$ cat src/design/tic_pkg.sv
package tic_pkg;

  // ==========================================================
  // register addresses on the special-function bus
  localparam logic [7:0] ADDR_INTERVAL_CONTROL = 8'ha1;
  localparam logic [7:0] ADDR_HUNDREDTHS_COUNT = 8'ha2;
  localparam logic [7:0] ADDR_CLOCK_S_COUNTER = 8'ha3;
  localparam logic [7:0] ADDR_CLOCK_M_COUNTER = 8'ha4;
  localparam logic [7:0] ADDR_HOUR_COUNTER = 8'ha5;
  localparam logic [7:0] ADDR_INTERVAL_VALUE = 8'ha6;

  // ==========================================================
  // interval_control field positions
  localparam int unsigned BIT_TIME_CLOCK_ENABLE = 0;
  localparam int unsigned BIT_INTERVAL_ENABLE = 1;
  localparam int unsigned BIT_INTERVAL_FLAG = 2;
  localparam int unsigned BIT_SINGLE_SHOT_MODE = 3;
  localparam int unsigned BIT_TIMEBASE_SELECT_LO = 4;
  localparam int unsigned BIT_TIMEBASE_SELECT_HI = 5;

  // ==========================================================
  // timebase select codes
  localparam logic [1:0] TB_TICK = 2'h0;
  localparam logic [1:0] TB_SECONDS = 2'h1;
  localparam logic [1:0] TB_MINUTES = 2'h2;
  localparam logic [1:0] TB_HOURS = 2'h3;

  // ==========================================================
  // reset values
  localparam logic [7:0] RESET_CONTROL = 8'h00;
  localparam logic [7:0] RESET_TIME = 8'h00;
  localparam logic [7:0] RESET_INTERVAL_VALUE = 8'h00;

  // ==========================================================
  // counter limits
  localparam logic [7:0] HUNDREDTHS_MAX = 8'h7f;
  localparam logic [7:0] SECONDS_MAX = 8'h3b;
  localparam logic [7:0] MINUTES_MAX = 8'h3b;
  localparam logic [7:0] HOURS_MAX = 8'h17;

  // ==========================================================
  // timing: one tick is 1/128 s
  localparam int unsigned CLK_PERIOD_NS = 50;
  localparam int unsigned TICK_PERIOD_NS = 7812500;
  localparam int unsigned TICK_CYCLES = TICK_PERIOD_NS / CLK_PERIOD_NS;

endpackage

$ cat src/design/wrap_counter.sv
`timescale 1ns/1ps
module wrap_counter #(
  parameter logic [7:0] MAX = 8'h3b
) (
  input wire logic core_clk,
  input wire logic rst,
  input wire logic clear,
  input wire logic load,
  input wire logic [7:0] load_value,
  input wire logic step,
  output logic [7:0] count,
  output logic wrap
);

  // ==========================================================
  // elaboration check
  if (MAX == 8'h00) begin : g_bad_max
    $error("wrap_counter: MAX must be above zero");
  end

  // carry out is combinational so the next stage steps in the same edge
  assign wrap = step && (count == MAX);

  always_ff @(posedge core_clk) begin
    if (rst || clear) begin
      count <= tic_pkg::RESET_TIME;
    end else if (load) begin
      count <= load_value;
    end else if (step) begin
      count <= (count == MAX) ? 8'h00 : count + 8'h01;
    end
  end

endmodule // wrap_counter

$ cat src/design/time_interval_counter.sv
`timescale 1ns/1ps
module time_interval_counter #(
  parameter int unsigned TICK_CYCLES = tic_pkg::TICK_CYCLES
) (
  input wire logic core_clk,
  input wire logic rst,
  input wire logic [7:0] sfr_addr,
  input wire logic sfr_wr,
  input wire logic [7:0] sfr_wdata,
  input wire logic irq_enable,
  output logic [7:0] sfr_rdata,
  output logic irq_req
);

  // ==========================================================
  // elaboration check
  // two edges apart would break the tick spacing check below
  if (TICK_CYCLES < 3) begin : g_bad_tick
    $error("time_interval_counter: TICK_CYCLES must be at least 3");
  end

  localparam int unsigned TW = $clog2(TICK_CYCLES);

  // ==========================================================
  // control state
  logic [1:0] timebase_select;
  logic single_shot_mode;
  logic interval_flag;
  logic interval_enable;
  logic time_clock_enable;
  logic [7:0] interval_value;
  logic [7:0] interval_count;
  logic matched;

  logic wr_ctl;
  logic time_load;
  logic time_clear;
  logic [TW-1:0] tick_cnt;
  logic tick;
  logic [7:0] hundredths_count;
  logic [7:0] clock_s_counter;
  logic [7:0] clock_m_counter;
  logic [7:0] hour_counter;
  logic hund_wrap;
  logic sec_wrap;
  logic min_wrap;
  logic tb_pulse;
  logic ic_step;
  logic [7:0] next_interval_count;
  logic timeout;

  assign wr_ctl = sfr_wr && (sfr_addr == tic_pkg::ADDR_INTERVAL_CONTROL);
  // loads while running would race the carry chain, so they are dropped
  assign time_load = sfr_wr && !time_clock_enable;
  // time registers are cleared on the enable's falling edge only, so values
  // loaded while stopped survive until the clock is started
  assign time_clear = wr_ctl && time_clock_enable
                      && !sfr_wdata[tic_pkg::BIT_TIME_CLOCK_ENABLE];

  // ==========================================================
  // 1/128 s tick from the always-on core clock
  // this domain is meant to stay alive in power-down
  assign tick = time_clock_enable && (tick_cnt == TW'(TICK_CYCLES - 1));

  always_ff @(posedge core_clk) begin
    if (rst || !time_clock_enable) begin
      tick_cnt <= '0;
    end else if (tick) begin
      tick_cnt <= '0;
    end else begin
      tick_cnt <= tick_cnt + TW'(1);
    end
  end

  // ==========================================================
  // calendar chain
  wrap_counter #(.MAX(tic_pkg::HUNDREDTHS_MAX)) u_hundredths (
    .core_clk(core_clk),
    .rst(rst),
    .clear(time_clear),
    .load(time_load && (sfr_addr == tic_pkg::ADDR_HUNDREDTHS_COUNT)),
    .load_value(sfr_wdata),
    .step(tick),
    .count(hundredths_count),
    .wrap(hund_wrap)
  );

  wrap_counter #(.MAX(tic_pkg::SECONDS_MAX)) u_seconds (
    .core_clk(core_clk),
    .rst(rst),
    .clear(time_clear),
    .load(time_load && (sfr_addr == tic_pkg::ADDR_CLOCK_S_COUNTER)),
    .load_value(sfr_wdata),
    .step(hund_wrap),
    .count(clock_s_counter),
    .wrap(sec_wrap)
  );

  wrap_counter #(.MAX(tic_pkg::MINUTES_MAX)) u_minutes (
    .core_clk(core_clk),
    .rst(rst),
    .clear(time_clear),
    .load(time_load && (sfr_addr == tic_pkg::ADDR_CLOCK_M_COUNTER)),
    .load_value(sfr_wdata),
    .step(sec_wrap),
    .count(clock_m_counter),
    .wrap(min_wrap)
  );

  // hour carry goes nowhere
  wrap_counter #(.MAX(tic_pkg::HOURS_MAX)) u_hours (
    .core_clk(core_clk),
    .rst(rst),
    .clear(time_clear),
    .load(time_load && (sfr_addr == tic_pkg::ADDR_HOUR_COUNTER)),
    .load_value(sfr_wdata),
    .step(min_wrap),
    .count(hour_counter),
    .wrap()
  );

  // ==========================================================
  // timebase selection
  always_comb begin
    unique case (timebase_select)
      tic_pkg::TB_TICK: tb_pulse = tick;
      tic_pkg::TB_SECONDS: tb_pulse = hund_wrap;
      tic_pkg::TB_MINUTES: tb_pulse = sec_wrap;
      tic_pkg::TB_HOURS: tb_pulse = min_wrap;
    endcase
  end

  // ==========================================================
  // interval counter
  assign ic_step = interval_enable && tb_pulse;
  assign next_interval_count = matched ? 8'h00 : interval_count + 8'h01;
  // a value of zero first matches after the counter wraps through 255, then on every further step
  assign timeout = ic_step && (next_interval_count == interval_value);

  always_ff @(posedge core_clk) begin
    if (rst || !interval_enable) begin
      interval_count <= 8'h00;
      matched <= 1'b0;
    end else if (ic_step) begin
      interval_count <= next_interval_count;
      matched <= (next_interval_count == interval_value);
    end
  end

  // ==========================================================
  // control register
  always_ff @(posedge core_clk) begin
    if (rst) begin
      timebase_select <= tic_pkg::RESET_CONTROL[tic_pkg::BIT_TIMEBASE_SELECT_HI:tic_pkg::BIT_TIMEBASE_SELECT_LO];
      single_shot_mode <= tic_pkg::RESET_CONTROL[tic_pkg::BIT_SINGLE_SHOT_MODE];
      interval_enable <= tic_pkg::RESET_CONTROL[tic_pkg::BIT_INTERVAL_ENABLE];
      time_clock_enable <= tic_pkg::RESET_CONTROL[tic_pkg::BIT_TIME_CLOCK_ENABLE];
    end else begin
      if (wr_ctl) begin
        timebase_select <= sfr_wdata[tic_pkg::BIT_TIMEBASE_SELECT_HI:tic_pkg::BIT_TIMEBASE_SELECT_LO];
        single_shot_mode <= sfr_wdata[tic_pkg::BIT_SINGLE_SHOT_MODE];
        interval_enable <= sfr_wdata[tic_pkg::BIT_INTERVAL_ENABLE];
        time_clock_enable <= sfr_wdata[tic_pkg::BIT_TIME_CLOCK_ENABLE];
      end
      // the timeout outranks a same-cycle software write
      if (timeout && single_shot_mode) begin
        interval_enable <= 1'b0;
      end
    end
  end

  // set wins over a same-cycle clear so no event is lost
  always_ff @(posedge core_clk) begin
    if (rst) begin
      interval_flag <= tic_pkg::RESET_CONTROL[tic_pkg::BIT_INTERVAL_FLAG];
    end else if (timeout) begin
      interval_flag <= 1'b1;
    end else if (wr_ctl) begin
      interval_flag <= sfr_wdata[tic_pkg::BIT_INTERVAL_FLAG];
    end
  end

  always_ff @(posedge core_clk) begin
    if (rst) begin
      interval_value <= tic_pkg::RESET_INTERVAL_VALUE;
    end else if (sfr_wr && (sfr_addr == tic_pkg::ADDR_INTERVAL_VALUE)) begin
      interval_value <= sfr_wdata;
    end
  end

  // request doubles as the power-down wake line
  always_ff @(posedge core_clk) begin
    if (rst) begin
      irq_req <= 1'b0;
    end else begin
      irq_req <= interval_flag && irq_enable;
    end
  end

  // ==========================================================
  // read port, one cycle latency; reserved bits read zero
  always_ff @(posedge core_clk) begin
    if (rst) begin
      sfr_rdata <= 8'h00;
    end else begin
      unique case (sfr_addr)
        tic_pkg::ADDR_INTERVAL_CONTROL: sfr_rdata <= {2'b00, timebase_select, single_shot_mode,
                                                      interval_flag, interval_enable, time_clock_enable};
        tic_pkg::ADDR_HUNDREDTHS_COUNT: sfr_rdata <= hundredths_count;
        tic_pkg::ADDR_CLOCK_S_COUNTER: sfr_rdata <= clock_s_counter;
        tic_pkg::ADDR_CLOCK_M_COUNTER: sfr_rdata <= clock_m_counter;
        tic_pkg::ADDR_HOUR_COUNTER: sfr_rdata <= hour_counter;
        tic_pkg::ADDR_INTERVAL_VALUE: sfr_rdata <= interval_value;
        default: sfr_rdata <= 8'h00;
      endcase
    end
  end
endmodule // time_interval_counter

$ cat config.mk
export PLATFORM = sky130hd
export DESIGN_NAME = time_interval_counter
export DESIGN_NICKNAME = d
export VERILOG_FILES = /design/src/design/tic_pkg.sv /design/src/design/wrap_counter.sv /design/src/design/time_interval_counter.sv
export SDC_FILE = /design/constraint.sdc
export NUM_CORES = 1
export LEC_CHECK = 0
export BUFFER_PORTS_ARGS = -buffer_cell sky130_fd_sc_hd__buf_2
export CAP_MARGIN = 20
export CORE_MARGIN = 8
export CORE_UTILIZATION = 55
export CTS_BUF_LIST = sky130_fd_sc_hd__clkbuf_8
export CTS_CLUSTER_SIZE = 40
export DETAILED_ROUTE_END_ITERATION = 10
export GPL_ROUTABILITY_DRIVEN = 1
export GPL_TIMING_DRIVEN = 0
export HOLD_SLACK_MARGIN = 0.12
export PLACE_DENSITY = 0.73
export SYNTH_ARGS = -nofsm -noshare
export SYNTH_HDL_FRONTEND = slang
export SYNTH_SLANG_ARGS = --single-unit
$ cat constraint.sdc
create_clock -name core_clk -period 5.3 [get_ports core_clk]
set_input_delay 1.06 -clock core_clk [delete_from_list [all_inputs] [get_ports core_clk]]
set_output_delay 1.06 -clock core_clk [all_outputs]
set_load 0.01 [all_outputs]
### After elaboration in Yosys (flattened, before gate mapping)

Index checks and enable logic that the tools add are counted.

| cells by class | value |
|---|---|
| $mul | 0 |
| bitwise logic cells | 0 |
| equal/unequal tests | 15 |
| $lt $le $gt $ge | 0 |
| reduce and logical (&&, ||, !) cells | 31 |
| $add $sub $neg | 6 |
| muxes and demuxes | 17 |
| shift operators | 0 |
| divide/modulo/power cells | 0 |

Operators by type and width:

| operator | count |
|---|---|
| $mux W8 | 13 |
| $eq A8 B8 Y1 const B | 6 |
| $pmux W8 S6 | 1 |
| $add A8 B1 Y8 const B | 5 |
| $add A18 B1 Y18 const B | 1 |
| $eq A18 B18 Y1 const B | 1 |
| $logic_and A1 B1 Y1 | 17 |
| $eq A8 B6 Y1 const B | 2 |
| $reduce_bool A2 Y1 | 5 |
| $eq A8 B5 Y1 const B | 1 |
| $eq A8 B7 Y1 const B | 1 |
| $eq A8 B8 Y1 | 1 |
| $eq A2 B2 Y1 const B | 2 |
| $pmux W1 S4 | 1 |
| $reduce_or A2 Y1 | 2 |
| $logic_not A1 Y1 | 3 |
| $logic_or A1 B1 Y1 | 3 |
| $eq A2 B1 Y1 const B | 1 |
| $logic_not A2 Y1 | 1 |
| $mux W1 | 2 |

| storage, ports and cells | value |
|---|---|
| bits in latches | 0 |
| memory bits (writable) | 0 |
| word-level logic and storage cells | 84 |
| output and inout port bits | 9 |
| memory bits (read-only) | 0 |
| memories kept | 0 |
| bits in registers | 82 |

### Logic depth before layout (Yosys ltp)

| depth | value |
|---|---|
| depth in word-level cells | 10 |
| gate-level depth with buffers | 9 |
| mapped depth without buffers | 8 |

### By module

A second synthesis with hierarchy kept.

| unflattened totals | value |
|---|---|
| cell total of the unflattened synthesis | 554 |
| area, all modules | 4710.8 um^2 |

By module, submodules not included:

| module | area each (um^2) | cells each | times used | seq. area each (um^2) |
|---|---|---|---|---|
| time_interval_counter | 2697.6 | 314 | 1 | 1001.0 |
| wrap_counter at u_minutes ... | 511.7 | 61 | 2 | 160.2 |
| wrap_counter at u_hours | 505.5 | 60 | 1 | 160.2 |
| wrap_counter at u_hundredths | 484.2 | 58 | 1 | 160.2 |

### Worst setup path before layout

Ideal clock, no wire load.

| timing path | value |
|---|---|
| path type | input to register |
| start point | input sfr_addr[3] |
| end point | register u_minutes.count[4] |
| cell stages on the path | 6 |
| data arrival time | 2.618 ns |
| setup slack | 2.551 ns |
| library setup time | 0.132 ns |
| data required time | 5.168 ns |
| cell sequence | nor4b_1 > nand2_1 > nor3_2 > a31o_2 > clkbuf_1 > nor3_1 |

| on the way | value |
|---|---|
| word-level cells in the longest chain between the ends | 5 |
| elaborated cells on any way between the ends | 9 |

Ends and longest elaborated chain:

| what | line | RTL |
|---|---|---|
| start, declared | time_interval_counter.sv:7 | `input wire logic [7:0] sfr_addr,` |
| $eq A8 B8 Y1 | time_interval_counter.sv:52 | `assign wr_ctl = sfr_wr && (sfr_addr == tic_pkg::ADDR_INTERVAL_CONTROL);` |
| $logic_and A1 B1 Y1 | time_interval_counter.sv:52 |  |
| $logic_and A1 B1 Y1 | time_interval_counter.sv:57 | `assign time_clear = wr_ctl && time_clock_enable` |
| $logic_and A1 B1 Y1 | time_interval_counter.sv:58 | `&& !sfr_wdata[tic_pkg::BIT_TIME_CLOCK_ENABLE];` |
| $logic_or A1 B1 Y1 | wrap_counter.sv:25 | `if (rst \|\| clear) begin` |
| end signal, assigned | wrap_counter.sv:26 | `count <= tic_pkg::RESET_TIME;` |
| end signal, assigned | wrap_counter.sv:28 | `count <= load_value;` |
| end signal, assigned | wrap_counter.sv:30 | `count <= (count == MAX) ? 8'h00 : count + 8'h01;` |
| end, declared | wrap_counter.sv:11 | `output logic [7:0] count,` |

Several ways; a longest one is shown, not always the timed one.
A chain may end at the register's enable or synchronous reset.

### Final worst setup path

| timing path | value |
|---|---|
| start point | input sfr_addr[3] |
| end point | register u_hundredths.count[4] |

| on the way | value |
|---|---|
| word-level cells in the longest chain between the ends | 5 |
| elaborated cells on any way between the ends | 9 |

Ends and longest elaborated chain:

| what | line |
|---|---|
| $eq A8 B8 Y1 | time_interval_counter.sv:52 |
| $logic_and A1 B1 Y1 | time_interval_counter.sv:52 |
| $logic_and A1 B1 Y1 | time_interval_counter.sv:57 |
| $logic_and A1 B1 Y1 | time_interval_counter.sv:58 |
| $logic_or A1 B1 Y1 | wrap_counter.sv:25 |
| end signal, assigned | wrap_counter.sv:26 |
| end signal, assigned | wrap_counter.sv:28 |
| end signal, assigned | wrap_counter.sv:30 |
| end, declared | wrap_counter.sv:11 |

Several ways; a longest one is shown, not always the timed one.

==> flow_metrics.env <==
export IMPL_synth_mux_area_fraction_pct=7.54
export IMPL_criticalPathCategory="in2reg"
export IMPL_reg2reg_depth=8
export IMPL_fin_hold_ws_ns=0.483
export IMPL_clock_latency_ns=0.36
export IMPL_fmax_mhz=322
export IMPL_top_usage_layer="met2"
export IMPL_max_slew_margin_rel_pct=49.6
export IMPL_syn_nets=591
export IMPL_ys_types=54
export IMPL_die_w_um=108
export IMPL_gp_congestion=0.980
export IMPL_synth_simple_area_share_pct=29.7
export IMPL_tightest_slew_ns=0.751
export IMPL_grt_pass1_vias=4072
export IMPL_track_usage_pct=21.7
export IMPL_final_cells=713
export IMPL_slowest_stage="nor3_2"
export IMPL_nNetsFinal=630
export IMPL_io_buffers=27
export IMPL_io_pins=29
export IMPL_yosys_warnings=0
export IMPL_numCtsBuffers=9
export IMPL_hold_buffers=0
export IMPL_whs_path_depth=1
export IMPL_hp_class="reg2reg"
export IMPL_synth_compound_area_share_pct=15.8
export IMPL_start_kind="input port"
export IMPL_drtAntennaViolNets=0
export IMPL_outcome="completed"
export IMPL_cap_viol_max_count=0
export IMPL_r2r_start="u_hundredths.count[0]"
export IMPL_drtIter0Drc=205
export IMPL_htreeDepth=3
export IMPL_r2r_slack_ns=2.44
export IMPL_start_util_pct=56.7
export IMPL_finalCritPeriodShare_pct=58.6
export IMPL_clk_path_buf_depth=2
export IMPL_cts_tree="yes"
export IMPL_setup_viol=0
export IMPL_antenna_found_initial=0
export IMPL_synth_edf_count=0
export IMPL_placed_cells=697
export IMPL_ys_seq_area_share_pct=35.4
export IMPL_max_stage_delay_ns=0.57
export IMPL_crit_chain="buf_2 > nor4b_1 > nand2_1 > nor3_2 > a31o_2 > clkbuf_1 > a211oi_1"
export IMPL_post_drt_wl_per_cell_um=17.6
export IMPL_synth_xor_area_share_pct=6.73
export IMPL_die_area_mm2=0.0116
export IMPL_endpoint_kind="register"
export IMPL_min_period_ns=3.11
export IMPL_overflow=0
export IMPL_grt_use_met3_pct=4.31
export IMPL_drc_errors=0
export IMPL_synthCells=564
export IMPL_crit_fanout=10
export IMPL_cp_num_buf_inv=2
export IMPL_irDropWorstVdd_v=0.000116
export IMPL_synthAdderAreaFrac_pct=1.89
export IMPL_vias=4418
export IMPL_grt_pass1_wl_um=20300
export IMPL_globalRouteMet2Util_pct=33.3
export IMPL_synthToLayoutAreaGrowth_pct=10.2
export IMPL_cp_data_arrival_time_ns=3.32
export IMPL_cpLargestDelayFamily="simple AND/OR/NAND/NOR gates"
export IMPL_async_flop_share_pct=0
export IMPL_finalMaxSlewViolations=0
export IMPL_vias_per_cell=6.20
export IMPL_fin_tns_setup_ns=0
export IMPL_wirelength_um=12500
export IMPL_syn_avg_cell_area_um2=8.21
export IMPL_met1_usage_pct=29.1
export IMPL_fin_skew_ns=0.0119
export IMPL_synth_seq_cells=82
export IMPL_rsz0062_at_grt="no"
export IMPL_drive_gt1_share_pct=9.70
export IMPL_clkTransAtPathRegs_ns=0.09
export IMPL_cts_sinks=82
export IMPL_dieHeight_um=108
export IMPL_hold_viol=0
export IMPL_required_ns=5.52
export IMPL_netlist_area_mm2=0.00463
export IMPL_first_pass_iters=5
export IMPL_whs_endpoint="tick_cnt[0]"
export IMPL_n_antenna_cell=0
export IMPL_coreArea_mm2=0.00818
export IMPL_synth_ff_type="dfxtp_1"
export IMPL_power_density_mw_per_mm2=223
export IMPL_cts_resized=0
export IMPL_r2r_end="interval_count[0]"
export IMPL_grt_max_degree=16
export IMPL_fillers=751
export IMPL_leakagePower_nw=1.78
export IMPL_dp_hpwl_um=9250
export IMPL_rows=33
export IMPL_final_util_pct=62.5
export IMPL_synth_top_family_by_area="simple AND/OR/NAND/NOR gates"
export IMPL_post_cts_buffers=0
export IMPL_cts_root_buffer="clkbuf_8"
export IMPL_worstHoldStart="tick_cnt[0]"
registers in the layout, indices dropped and copies added, names as in the netlist:
| register | cells |
|---|---|
| sfr_rdata | 8 |
| interval_value | 8 |
| tick_cnt | 18 |
| time_clock_enable | 1 |
| single_shot_mode | 1 |
| u_minutes.count | 8 |
| u_hours.count | 8 |
| irq_req | 1 |
| timebase_select | 2 |
| u_seconds.count | 8 |
| u_hundredths.count | 8 |
| interval_flag | 1 |
| matched | 1 |
| interval_enable | 1 |
| interval_count | 8 |
final cells by class:
class / instances / area (um^2) / area share, %
Multi-Input combinational cell: 447 / 2860 / 55.9
Timing Repair Buffer: 28 / 140 / 2.74
Buffer: 27 / 105 / 2.06
Inverter: 8 / 30.0 / 0.588
Tap cell: 105 / 131 / 2.57
Sequential cell: 82 / 1640 / 32.1
Clock buffer: 9 / 124 / 2.43
Clock inverter: 7 / 78.8 / 1.54
logic make-up (layout without fill, tap and decap cells):
group / Yosys count / count (layout)
compound gates: 109 / 109
xor+xnor: 34 / 34
fa+ha+maj: 7 / 7
buf+inv: 35 / 79
flops: 82 / 82
mux: 34 / 34
simple gates: 263 / 263
placed cells by master, fill, tap and decap left out, drive strengths merged, types with 4 or more instances in the layout:
| cell type | Yosys | final |
|---|---|---|
| a211oi | 20 | 20 |
| a21oi | 28 | 28 |
| a221oi | 6 | 6 |
| a22oi | 4 | 4 |
| a311oi | 9 | 9 |
| a31oi | 6 | 6 |
| and2 | 5 | 5 |
| and3 | 14 | 14 |
| buf | 3 | 31 |
| clkbuf | 24 | 33 |
| dfxtp | 82 | 82 |
| ha | 7 | 7 |
| inv | 8 | 9 |
| mux2 | 7 | 7 |
| mux2i | 27 | 27 |
| nand2 | 35 | 35 |
| nand2b | 5 | 5 |
| nand3 | 29 | 29 |
| nand3b | 5 | 5 |
| nand4 | 9 | 9 |
| nor2 | 88 | 88 |
| nor2b | 8 | 8 |
| nor3 | 22 | 22 |
| nor4 | 7 | 7 |
| nor4b | 5 | 5 |
| o21ai | 19 | 19 |
| o31ai | 4 | 4 |
| or3 | 10 | 10 |
| or4 | 8 | 8 |
| xnor2 | 20 | 20 |
| xor2 | 13 | 13 |
cells in the mapped netlist (3+ instances only):
cell type   n  area [um^2]
nor2_1     88          330
dfxtp_1    82         1640
nand2_1    35          131
nand3_1    29          145
a21oi_1    28          140
mux2i_1    27          270
clkbuf_1   24         90.1
nor3_1     21          105
a211oi_1   20          150
xnor2_1    20          175
o21ai_0    18         90.1
and3_1     14         87.6
xor2_1     13          114
or3_1      10         62.6
a311oi_1    9         78.8
nand4_1     9         56.3
inv_1       8         30.0
nor2b_1     8         50.1
or4_1       8         60.1
ha_1        7         87.6
mux2_2      7         78.8
a221oi_1    6         52.6
a31oi_1     6         37.5
and2_1      5         31.3
nand2b_1    5         31.3
nand3b_1    5         37.5
nor4_1      5         31.3
nor4b_1     5         43.8
a22oi_1     4         30.0
o31ai_1     4         30.0
and4b_1     3         30.0
o211ai_1    3         22.5
per-layer routing:
metal / share of wire [%] / up-vias / wire length, um
li1: - / 2154 / -
met1: 45 / 2066 / 5590
met2: 45 / 169 / 5690
met3: 7.5 / 29 / 945
met4: 2.4 / 0 / 304
met5: 0 / - / 0
report_power, final:
part / internal, W / switching, W / total [W]
clock: 0.000221 / 0.000239 / 0.000460
combinational: 0.0000176 / 0.0000368 / 0.0000544
sequential: 0.000618 / 0.00000384 / 0.000622
worst max-delay path by stage:
stage	to	slack (ns)	from	cells past startpoint
2_1_floorplan	u_minutes.count[4]	2.55	sfr_addr[3]	6
5_1_grt	u_hundredths.count[2]	1.98	sfr_addr[6]	7
4_1_cts	u_hundredths.count[4]	2.21	sfr_addr[3]	7
3_3_place_gp	u_hundredths.count[4]	1.81	sfr_addr[3]	7
3_5_place_dp	u_hundredths.count[4]	1.83	sfr_addr[3]	7
6_report	u_hundredths.count[4]	2.19	sfr_addr[3]	7
through the flow:
stage	worst slack, ns	power [W]	area [um^2]
final	2.19	0.00114	5110
after global routing	1.98	0.00118	5110
after CTS	2.21	0.00115	5110
after detailed placement	1.83	0.000689	4900
after global placement	1.81	0.000688	4900
after floorplan	2.55	0.000662	4630
Note: power is estimated with default switching activity, not from simulation.
